$ cat src/pkg/regulator_pkg.sv
package regulator_pkg;

    // register indexes; byte address is four times the index
    localparam int             ADDR_W      = 10;
    localparam logic [7:0]     CTRL_IDX    = 8'hc9;
    localparam logic [7:0]     STATUS_IDX  = 8'hca;
    localparam logic [7:0]     MASK_IDX    = 8'hcb;
    localparam logic [7:0]     STATE_IDX   = 8'hcc;

    // regulator control fields
    localparam int             BIT_PRI_DIS = 7;
    localparam int             BIT_LINE    = 6;
    localparam int             BIT_PRI_LP  = 4;
    localparam int             BIT_STOP_SD = 3;
    localparam int             BIT_CORE_LP = 1;
    localparam logic [7:0]     CTRL_RST    = 8'h00;
    localparam logic [7:0]     CTRL_WMASK  = 8'hbf;

    // sticky event bits, shared by status and mask
    localparam int             EV_W        = 3;
    localparam int             EV_STOP_IN  = 0;
    localparam int             EV_WAKE     = 1;
    localparam int             EV_MISUSE   = 2;
    localparam logic [EV_W-1:0] EV_RST     = 3'h0;

    // live state bits
    localparam int             ST_IN_STOP  = 0;
    localparam int             ST_SHUTDOWN = 1;
    localparam int             ST_OSC_OK   = 2;

    // instruction clocks between core low power and oscillator suspend
    localparam int             LP_SETTLE_CLKS = 12;
    localparam int             SETTLE_W       = 4;

    typedef enum logic [1:0] {
        PWR_RUN,
        PWR_STOP_ON,
        PWR_STOP_OFF
    } pwr_state_t;

    typedef struct packed {
        logic primary_en;
        logic primary_lp;
        logic core_en;
        logic core_lp;
        logic supply_en;
    } regulator_drive_t;

    localparam regulator_drive_t DRIVE_RST = regulator_drive_t'(5'h15);

endpackage

$ cat src/verilog/ext_line_two_edge.sv
`timescale 1ns/1ps
`default_nettype none

module ext_line_two_edge (
    input  wire logic mclk,
    input  wire logic nrst,
    input  wire logic line,
    input  wire logic int_en,
    output var  logic edge_irq_r
);

    logic line_q_r;
    logic primed_r;
    wire  line_edge = primed_r && (line != line_q_r);

    always_ff @(posedge mclk or negedge nrst) begin
        if (!nrst) begin
            line_q_r   <= 1'b0;
            primed_r   <= 1'b0;
            edge_irq_r <= 1'b0;
        end else begin
            line_q_r   <= line;
            primed_r   <= 1'b1;
            edge_irq_r <= int_en && line_edge;
        end
    end
endmodule

`default_nettype wire

$ cat src/verilog/regulator_power_control.sv
`timescale 1ns/1ps
`default_nettype none

module regulator_power_control #(
    parameter int RESET_SRC_W = 4
) (
    input  wire logic                              mclk,
    input  wire logic                              nrst,
    input  wire logic [regulator_pkg::ADDR_W-1:0]  address,
    input  wire logic                              read,
    input  wire logic                              write,
    input  wire logic [31:0]                       writedata,
    input  wire logic [3:0]                        byteenable,
    output var  logic [31:0]                       readdata,
    output var  logic                              waitrequest,
    input  wire logic                              external_interrupt_line_two,
    input  wire logic                              line_two_int_en,
    input  wire logic                              stop_req,
    input  wire logic [RESET_SRC_W-1:0]            reset_src,
    input  wire logic                              rst_pin_n,
    output var  regulator_pkg::regulator_drive_t   drive,
    output var  logic                              in_stop,
    output var  logic                              device_reset,
    output var  logic                              line_two_irq,
    output var  logic                              irq
);

    if (RESET_SRC_W < 1 || RESET_SRC_W > 16) begin : bad_reset_src_w
        $error("RESET_SRC_W must lie between 1 and 16");
    end

    // bus state
    logic                            waitrequest_r;
    logic [31:0]                     readdata_r;

    // registers
    logic [7:0]                      ctrl_r;
    logic [regulator_pkg::EV_W-1:0]  status_r;
    logic [regulator_pkg::EV_W-1:0]  mask_r;
    logic [regulator_pkg::SETTLE_W-1:0] settle_r;
    regulator_pkg::pwr_state_t       state_r;
    regulator_pkg::regulator_drive_t drive_r;
    logic                            in_stop_r;
    logic                            device_reset_r;
    logic                            irq_r;

    // next values
    logic [7:0]                      ctrl_nxt;
    logic [regulator_pkg::EV_W-1:0]  status_nxt;
    logic [regulator_pkg::EV_W-1:0]  mask_nxt;
    logic [regulator_pkg::SETTLE_W-1:0] settle_nxt;
    regulator_pkg::pwr_state_t       state_nxt;
    regulator_pkg::regulator_drive_t drive_nxt;
    logic [31:0]                     rdata_nxt;

    // address decode
    wire        req        = read || write;
    wire        accept     = req && !waitrequest_r;
    wire        lane0      = byteenable[0];
    wire [7:0]  word_idx   = address[regulator_pkg::ADDR_W-1:2];
    wire        hit_ctrl   = (word_idx == regulator_pkg::CTRL_IDX);
    wire        hit_status = (word_idx == regulator_pkg::STATUS_IDX);
    wire        hit_mask   = (word_idx == regulator_pkg::MASK_IDX);
    wire        hit_state  = (word_idx == regulator_pkg::STATE_IDX);
    wire        wr_ctrl    = accept && write && lane0 && hit_ctrl;
    wire        wr_status  = accept && write && lane0 && hit_status;
    wire        wr_mask    = accept && write && lane0 && hit_mask;

    // control fields
    wire        pri_dis    = ctrl_r[regulator_pkg::BIT_PRI_DIS];
    wire        pri_lp     = ctrl_r[regulator_pkg::BIT_PRI_LP];
    wire        stop_sd    = ctrl_r[regulator_pkg::BIT_STOP_SD];
    wire        core_lp    = ctrl_r[regulator_pkg::BIT_CORE_LP];

    // control register write; line level bit is never stored
    wire [7:0]  ctrl_wr_val = writedata[7:0] & regulator_pkg::CTRL_WMASK;
    assign ctrl_nxt = wr_ctrl ? ctrl_wr_val : ctrl_r;

    // live level of line two for the read mux
    wire [7:0]  ctrl_rd_val;
    assign ctrl_rd_val = {ctrl_r[7],
                          external_interrupt_line_two,
                          ctrl_r[5:0]};

    // oscillator suspend guard: counts instruction clocks in core low power
    wire        osc_ok     = (settle_r == regulator_pkg::SETTLE_W'(regulator_pkg::LP_SETTLE_CLKS));
    assign settle_nxt = !core_lp ? '0 :
                        osc_ok   ? settle_r :
                                   settle_r + regulator_pkg::SETTLE_W'(1);

    // stop mode sequencing
    wire        any_src    = |reset_src;
    wire        pin_reset  = !rst_pin_n;
    wire        wake       = (state_r == regulator_pkg::PWR_STOP_ON  && any_src) ||
                             (state_r != regulator_pkg::PWR_RUN      && pin_reset);
    wire        reset_nxt  = pin_reset ||
                             (state_r != regulator_pkg::PWR_STOP_OFF && any_src);
    wire        enter_stop = (state_r == regulator_pkg::PWR_RUN) && stop_req && !reset_nxt;

    always_comb begin
        state_nxt = state_r;
        case (state_r)
            regulator_pkg::PWR_RUN: begin
                if (enter_stop) begin
                    state_nxt = stop_sd ? regulator_pkg::PWR_STOP_OFF
                                        : regulator_pkg::PWR_STOP_ON;
                end
            end
            regulator_pkg::PWR_STOP_ON: begin
                if (wake) begin
                    state_nxt = regulator_pkg::PWR_RUN;
                end
            end
            regulator_pkg::PWR_STOP_OFF: begin
                if (wake) begin
                    state_nxt = regulator_pkg::PWR_RUN;
                end
            end
            default: begin
                state_nxt = regulator_pkg::PWR_RUN;
            end
        endcase
    end

    // regulator drive, taken from the next control and state values
    wire        nxt_off    = (state_nxt == regulator_pkg::PWR_STOP_OFF);
    assign drive_nxt.primary_en = !ctrl_nxt[regulator_pkg::BIT_PRI_DIS];
    assign drive_nxt.primary_lp = ctrl_nxt[regulator_pkg::BIT_PRI_LP];
    assign drive_nxt.core_en    = !nxt_off;
    assign drive_nxt.core_lp    = ctrl_nxt[regulator_pkg::BIT_CORE_LP];
    assign drive_nxt.supply_en  = !nxt_off;

    // events: stop entry, wake, core low power misuse
    wire        misuse_now = ctrl_nxt[regulator_pkg::BIT_CORE_LP] &&
                             ctrl_nxt[regulator_pkg::BIT_PRI_DIS];
    wire        misuse_ev  = wr_ctrl && misuse_now;
    wire [regulator_pkg::EV_W-1:0] ev_set;
    assign ev_set[regulator_pkg::EV_STOP_IN] = enter_stop;
    assign ev_set[regulator_pkg::EV_WAKE]    = wake;
    assign ev_set[regulator_pkg::EV_MISUSE]  = misuse_ev;

    // write one to clear; a new event wins over the clear
    wire [regulator_pkg::EV_W-1:0] ev_clr;
    assign ev_clr     = wr_status ? writedata[regulator_pkg::EV_W-1:0] : '0;
    assign status_nxt = (status_r & ~ev_clr) | ev_set;
    assign mask_nxt   = wr_mask ? writedata[regulator_pkg::EV_W-1:0] : mask_r;
    wire   irq_nxt    = |(status_nxt & mask_nxt);

    // read mux; unmapped words read as zero
    wire [7:0] state_rd_val;
    assign state_rd_val = {5'h0, osc_ok, stop_sd, in_stop_r};
    assign rdata_nxt = hit_ctrl   ? {24'h000000, ctrl_rd_val} :
                       hit_status ? {29'h0, status_r} :
                       hit_mask   ? {29'h0, mask_r} :
                       hit_state  ? {24'h000000, state_rd_val} :
                                    32'h00000000;

    // bus handshake: one wait cycle, then the answer for one cycle
    always_ff @(posedge mclk or negedge nrst) begin
        if (!nrst) begin
            waitrequest_r <= 1'b1;
            readdata_r    <= 32'h00000000;
        end else begin
            waitrequest_r <= !(req && waitrequest_r);
            if (req && waitrequest_r) begin
                readdata_r <= read ? rdata_nxt : 32'h00000000;
            end
        end
    end

    // register and sequencer state
    always_ff @(posedge mclk or negedge nrst) begin
        if (!nrst) begin
            ctrl_r   <= regulator_pkg::CTRL_RST;
            status_r <= regulator_pkg::EV_RST;
            mask_r   <= regulator_pkg::EV_RST;
            settle_r <= '0;
            state_r  <= regulator_pkg::PWR_RUN;
        end else begin
            ctrl_r   <= ctrl_nxt;
            status_r <= status_nxt;
            mask_r   <= mask_nxt;
            settle_r <= settle_nxt;
            state_r  <= state_nxt;
        end
    end

    // registered outputs
    always_ff @(posedge mclk or negedge nrst) begin
        if (!nrst) begin
            drive_r        <= regulator_pkg::DRIVE_RST;
            in_stop_r      <= 1'b0;
            device_reset_r <= 1'b0;
            irq_r          <= 1'b0;
        end else begin
            drive_r        <= drive_nxt;
            in_stop_r      <= (state_nxt != regulator_pkg::PWR_RUN);
            device_reset_r <= reset_nxt;
            irq_r          <= irq_nxt;
        end
    end

    ext_line_two_edge line_two (
        .mclk       (mclk),
        .nrst       (nrst),
        .line       (external_interrupt_line_two),
        .int_en     (line_two_int_en),
        .edge_irq_r (line_two_irq)
    );

    assign readdata     = readdata_r;
    assign waitrequest  = waitrequest_r;
    assign drive        = drive_r;
    assign in_stop      = in_stop_r;
    assign device_reset = device_reset_r;
    assign irq          = irq_r;
endmodule

`default_nettype wire
$ cat config.mk
export PLATFORM = sky130hd
export DESIGN_NAME = regulator_power_control
export DESIGN_NICKNAME = d
export VERILOG_FILES = /design/src/pkg/regulator_pkg.sv /design/src/verilog/ext_line_two_edge.sv /design/src/verilog/regulator_power_control.sv
export SDC_FILE = /design/constraint.sdc
export NUM_CORES = 1
export LEC_CHECK = 0
export BUFFER_PORTS_ARGS = -buffer_cell sky130_fd_sc_hd__buf_2
export CORE_MARGIN = 8
export CORE_UTILIZATION = 49
export DETAILED_ROUTE_END_ITERATION = 12
export HOLD_SLACK_MARGIN = 0.1
export PLACE_DENSITY = 0.84
export SYNTH_ARGS = -nofsm -noshare
export SYNTH_HDL_FRONTEND = slang
export SYNTH_SLANG_ARGS = --single-unit
$ cat constraint.sdc
create_clock -name mclk -period 3.1 [get_ports mclk]
set_input_delay 0.62 -clock mclk [delete_from_list [all_inputs] [get_ports mclk]]
set_output_delay 0.62 -clock mclk [all_outputs]
set_load 0.05 [all_outputs]
=== Word level (Yosys, flattened, before mapping) ===
Cells that the tools add are included.

* Register bits: 62
* Input port bits: 58
* Output and inout port bits: 42
* Logic and storage cells: 79

* Add/subtract/negate cells: 1
* Equality and inequality tests: 11
* Muxes and demuxes: 14
* Bitwise logic cells: 4
* Reduce and logical (&&, ||, !) cells: 31

{| class="wikitable"
|+ Operators by type and width
! operator !! number
|-
| == test 8 bit, second input constant || 4
|-
| 2-to-1 mux 8 bit || 3
|-
| logical AND 1 bit || 16
|-
| 2-to-1 mux 3 bit || 5
|-
| 2-to-1 mux 4 bit || 2
|-
| AND 3 bit || 2
|-
| zero test 1 bit || 6
|-
| 2-to-1 mux 2 bit || 3
|-
| adder 4 x 1 -> 4 bit, second input constant || 1
|-
| == test 2 bit, second input constant || 2
|-
| == test 4 bit, second input constant || 1
|-
| != test 2 bit, second input constant || 2
|-
| one-hot mux 2 bit (2 select lines) || 1
|-
| nonzero test 2 bit || 2
|-
| OR reduction 4 bit || 1
|-
| logical OR 1 bit || 3
|-
| inverter 3 bit || 1
|-
| bitwise OR 3 bit || 1
|-
| OR reduction 3 bit || 1
|-
| == test 2 x 1 -> 1 bit, second input constant || 1
|-
| zero test 2 bit || 1
|-
| OR reduction 2 bit || 1
|-
| != test 1 bit || 1
|}

=== Depth between registers and ports, before layout ===
* Depth after elaboration: 11
* Mapped depth: 6

=== Hierarchy ===
From an unflattened synthesis, not the netlist that was laid out.

* Cells, all modules: 181
* Area total of the unflattened synthesis: 2021.9 µm²

{| class="wikitable"
|+ By module, submodules not included
! module !! instances !! cells an instance !! area each (µm²) !! sequential area each (µm²)
|-
| regulator_power_control || 1 || 175 || 1928.1 || 829.5
|-
| ext_line_two_edge || 1 || 6 || 93.8 || 75.1
|}

=== Worst setup path after synthesis ===
OpenSTA, ideal clock, no wires.

* Path type: input to register
* From: input address[7] (netlist name)
* To: register ctrl_r[0]
* Library setup time: 125 ps
* Arrival time: 1943 ps
* Path slack: 1032 ps
* Cell stages on the path: 3
* Path through: or3b_2 > nor4_4 > mux2_2

* Longest elaborated chain between the ends: 2

{| class="wikitable"
|+ RTL lines
! what !! line !! source
|-
| start, declared || regulator_power_control.sv:9 || <nowiki>input wire logic [regulator_pkg::ADDR_W-1:0] address,</nowiki>
|-
| == test 8 bit || regulator_power_control.sv:61 || <nowiki>wire hit_ctrl = (word_idx == regulator_pkg::CTRL_IDX);</nowiki>
|-
| logical AND 1 bit || regulator_power_control.sv:65 || <nowiki>wire wr_ctrl = accept && write && lane0 && hit_ctrl;</nowiki>
|-
| end signal, assigned || regulator_power_control.sv:174 || <nowiki>ctrl_r <= regulator_pkg::CTRL_RST;</nowiki>
|-
| end signal, assigned || regulator_power_control.sv:180 || <nowiki>ctrl_r <= ctrl_nxt;</nowiki>
|-
| end, declared || regulator_power_control.sv:37 || <nowiki>logic [7:0] ctrl_r;</nowiki>
|}

Every way passes these cells.
A chain may end at the register's enable or synchronous reset.

=== Final worst setup path ===
* From: input address[2] (netlist name)
* To: register ctrl_r[2]

The elaborated chain is that of the path after synthesis.

==> results.json <==
{
  "die-height_um": 79.0,
  "vias": 1426,
  "fp.coreArea_um2": 3910,
  "worst_hold_path_type": "primary input to async pin",
  "final_util_pct": 56.9,
  "cts.repair.resized": 0,
  "fillCellCount": 351,
  "gp_congestion": 0.809,
  "groute.usage.overall_pct": 13.3,
  "proportion_of_synthesized_chip_area_in_sequential_cells_pct": 46.6,
  "crit_required_ns": 3.27,
  "start_kind": "primary input",
  "syn_inst": 182,
  "yosys_most_used_dff": "sky130_fd_sc_hd__dfrtp_1",
  "tritoncts": "built",
  "netlist.top_cell.by_area": "sky130_fd_sc_hd__dfrtp_1",
  "layout.cells.most_common": "sky130_fd_sc_hd__buf_2",
  "setup_viol": 0,
  "wl_per_cell_um": 14.9,
  "hold_violations": 0,
  "cell_area_power_density_nw_per_um2": 569,
  "path_class": "primary input to register",
  "post-route-period-util_pct": 69.2,
  "drc": 0,
  "maxCapViolations": 0,
  "synthDistinctLibCells": 50,
  "finalNetCount": 294,
  "initialDrtViolationCount": 58,
  "rsz_0062_raised_after_global_routing": "no",
  "grt_pass1_vias": 1434,
  "share_seq_of_total_power_pct": 41.7,
  "timing.setup.tns_ns": 0,
  "final-max-slew-violation-count": 0,
  "insertion_delay_ns": 0.29,
  "fmax_ghz": 0.466,
  "layout_min_cycle_time_ns": 2.14,
  "synth-async-reset-ratio_pct": 100,
  "synth_top_cell_area_share_pct": 42.5,
  "cell_internal_power_mw": 0.826,
  "power.net_switching_mw": 0.441,
  "synth.avg_cell_area_um2": 10.7,
  "worst_ir_drop_vdd_uv": 376,
  "ctsLongestPathBuffers": 2,
  "synth.area.top_cells": "sky130_fd_sc_hd__dfrtp_1 (42%), sky130_fd_sc_hd__buf_4 (10%), sky130_fd_sc_hd__dfstp_2 (4.1%), sky130_fd_sc_hd__ha_1 (3.9%), sky130_fd_sc_hd__inv_1 (3.3%)",
  "detail_route.wirelength_um": 4180,
  "yosysWarnings": 0,
  "mappedNetlistArea_um2": 1940,
  "grt_pass1_wl_um": 6570,
  "cts_max_level": 2,
  "post_cts_buffers": 0,
  "num_antenna_cells": 0,
  "cts_root_buf": "sky130_fd_sc_hd__clkbuf_8",
  "combPwrFrac_pct": 26.5,
  "category_of_the_worst_setup_path_capture_point": "register",
  "ant_nets": 0,
  "vias_per_cell": 5.07,
  "initial_antenna_violation_count": 0,
  "die_width_um": 79.0,
  "max_slew_margin_pct": 47.7,
  "clkSinkCount": 36,
  "pin_count": 100,
  "total_leakage_power_nw": 1.14,
  "finalHoldWorstSlack_ns": 0.411,
  "floorplan.die_area_um2": 6240,
  "drtPass1Iterations": 4,
  "skew_ns": 0.00616,
  "highest_count_cells_in_the_layout_ignoring_fill_and_taps": "sky130_fd_sc_hd__buf_2 (45), sky130_fd_sc_hd__dfrtp_1 (33), sky130_fd_sc_hd__conb_1 (25)",
  "outcome": "completed",
  "number_of_enable_type_register_cells_in_the_synthesized_netlist": 0,
  "cts_hold_repair.buffers": 0,
  "flow.area_growth_from_synthesis_pct": 14.6,
  "cp_max_fo": 12,
  "tritoncts.num_buffers": 5,
  "crit_arrival_ns": 2.31,
  "tightest_slew_ns": 0.785,
  "share_clk_of_total_power_pct": 31.8,
  "layout_cells_sized_above_1_pct": 29.4,
  "portBuffers": 45,
  "postSynthRegisterBits": 36,
  "dp.final_hpwl_um": 3210,
  "swShare_pct": 34.8,
  "row_count": 23,
  "initial_core_util_pct": 49.6,
  "cts.clk_slew.worst_paths_ns": 0.07,
  "largest_net_degree_at_the_start_of_global_routing": 37,
  "grt-ovfl-total": 0
}
critical path, stage by stage:
cell                     delay (ns)
sky130_fd_sc_hd__buf_2         0.22
sky130_fd_sc_hd__or3b_4        0.43
sky130_fd_sc_hd__nor4_4        0.63
sky130_fd_sc_hd__mux2_2        0.40
power groups by stage:
| stage | Clock [mW] | Sequential (mW) | Combinational, mW |
|---|---|---|---|
| 4_1_cts | 0.413 | 0.530 | 0.337 |
| 3_3_place_gp | 0 | 0.538 | 0.328 |
| 3_5_place_dp | 0 | 0.538 | 0.337 |
| 6_report | 0.403 | 0.529 | 0.336 |
| 5_1_grt | 0.443 | 0.535 | 0.363 |
| 2_1_floorplan | 0 | 0.600 | 0.221 |
cell usage after synthesis, types with 2 or more instances:
library cell / count
sky130_fd_sc_hd__and3_1: 2
sky130_fd_sc_hd__nand3_1: 4
sky130_fd_sc_hd__conb_1: 2
sky130_fd_sc_hd__a31oi_1: 5
sky130_fd_sc_hd__mux2_2: 5
sky130_fd_sc_hd__o21ai_0: 6
sky130_fd_sc_hd__and4_1: 2
sky130_fd_sc_hd__o22ai_1: 2
sky130_fd_sc_hd__nor2_1: 4
sky130_fd_sc_hd__nor4bb_1: 3
sky130_fd_sc_hd__dfrtp_1: 33
sky130_fd_sc_hd__nand3b_1: 2
sky130_fd_sc_hd__nand2_1: 10
sky130_fd_sc_hd__a221oi_1: 2
sky130_fd_sc_hd__a21oi_1: 3
sky130_fd_sc_hd__a22o_1: 6
sky130_fd_sc_hd__ha_1: 6
sky130_fd_sc_hd__buf_4: 27
sky130_fd_sc_hd__nor3b_1: 2
sky130_fd_sc_hd__or2_2: 2
sky130_fd_sc_hd__dfstp_2: 3
sky130_fd_sc_hd__mux2i_1: 6
sky130_fd_sc_hd__inv_1: 17
sky130_fd_sc_hd__nor3_1: 2
per-layer routing:
layer	vias up	wire, um	global-route usage (%)
li1	690	-	-
met4	0	29	3.89
met1	674	1790	15.5
met2	59	1960	21.6
met3	3	406	5.98
met5	-	0	0
sequential cells by signal (all words and copies together) (netlist names):
name / count
device_reset: 1
state_r: 2
waitrequest: 1
line_two.line_q_r: 1
irq: 1
ctrl_r: 7
drive: 2
status_r: 3
settle_r: 4
in_stop: 1
readdata: 8
line_two.primed_r: 1
line_two.edge_irq_r: 1
mask_r: 3
final timing paths:
check / slack (ns) / depth (start not counted) / startpoint / endpoint
min: 0.41 / 1 / nrst / settle_r[2]
max: 0.96 / 4 / address[2] / ctrl_r[2]
max reg2reg: 1.17 / 6 / state_r[1] / in_stop
max in group asynchronous: 2.19 / 1 / nrst / mask_r[1]
min reg2reg: 0.49 / 2 / readdata[0] / readdata[0]
min in group mclk: 0.48 / 1 / external_interrupt_line_two / line_two.line_q_r
stage by stage:
stage	cells	setup slack [ns]	instance area (um2)	total power [mW]
2_1_floorplan	205	1.03	2030	0.821
3_3_place_gp	273	0.673	2120	0.866
3_5_place_dp	273	0.648	2120	0.874
4_1_cts	281	0.940	2230	1.28
5_1_grt	281	0.861	2230	1.34
6_report	281	0.955	2230	1.27
cell type report:
| class | count | area, um2 | share of cell area [%] |
|---|---|---|---|
| clock buffer | 6 | 72.6 | 3.26 |
| clock inverter | 2 | 35.0 | 1.57 |
| inverter | 17 | 63.8 | 2.87 |
| multi-input combinational | 124 | 855 | 38.4 |
| sequential | 36 | 905 | 40.6 |
| tap | 50 | 62.6 | 2.81 |
| timing repair buffer | 46 | 233 | 10.5 |
cell families (layout without fill, tap and decap cells):
kind of cell    after synthesis  count (layout)  share of synthesized area [%]
other cells                   2              25                          0.386
simple gates                 44              44                           14.7
fa+ha+maj                     6               6                           3.86
mux                          12              12                           6.76
flops                        36              36                           46.6
xor+xnor                      2               2                          0.902
compound gates               35              35                           12.9
buf+inv                      45              71                           13.9
No activity file was read; power rests on OpenSTA's default activity.
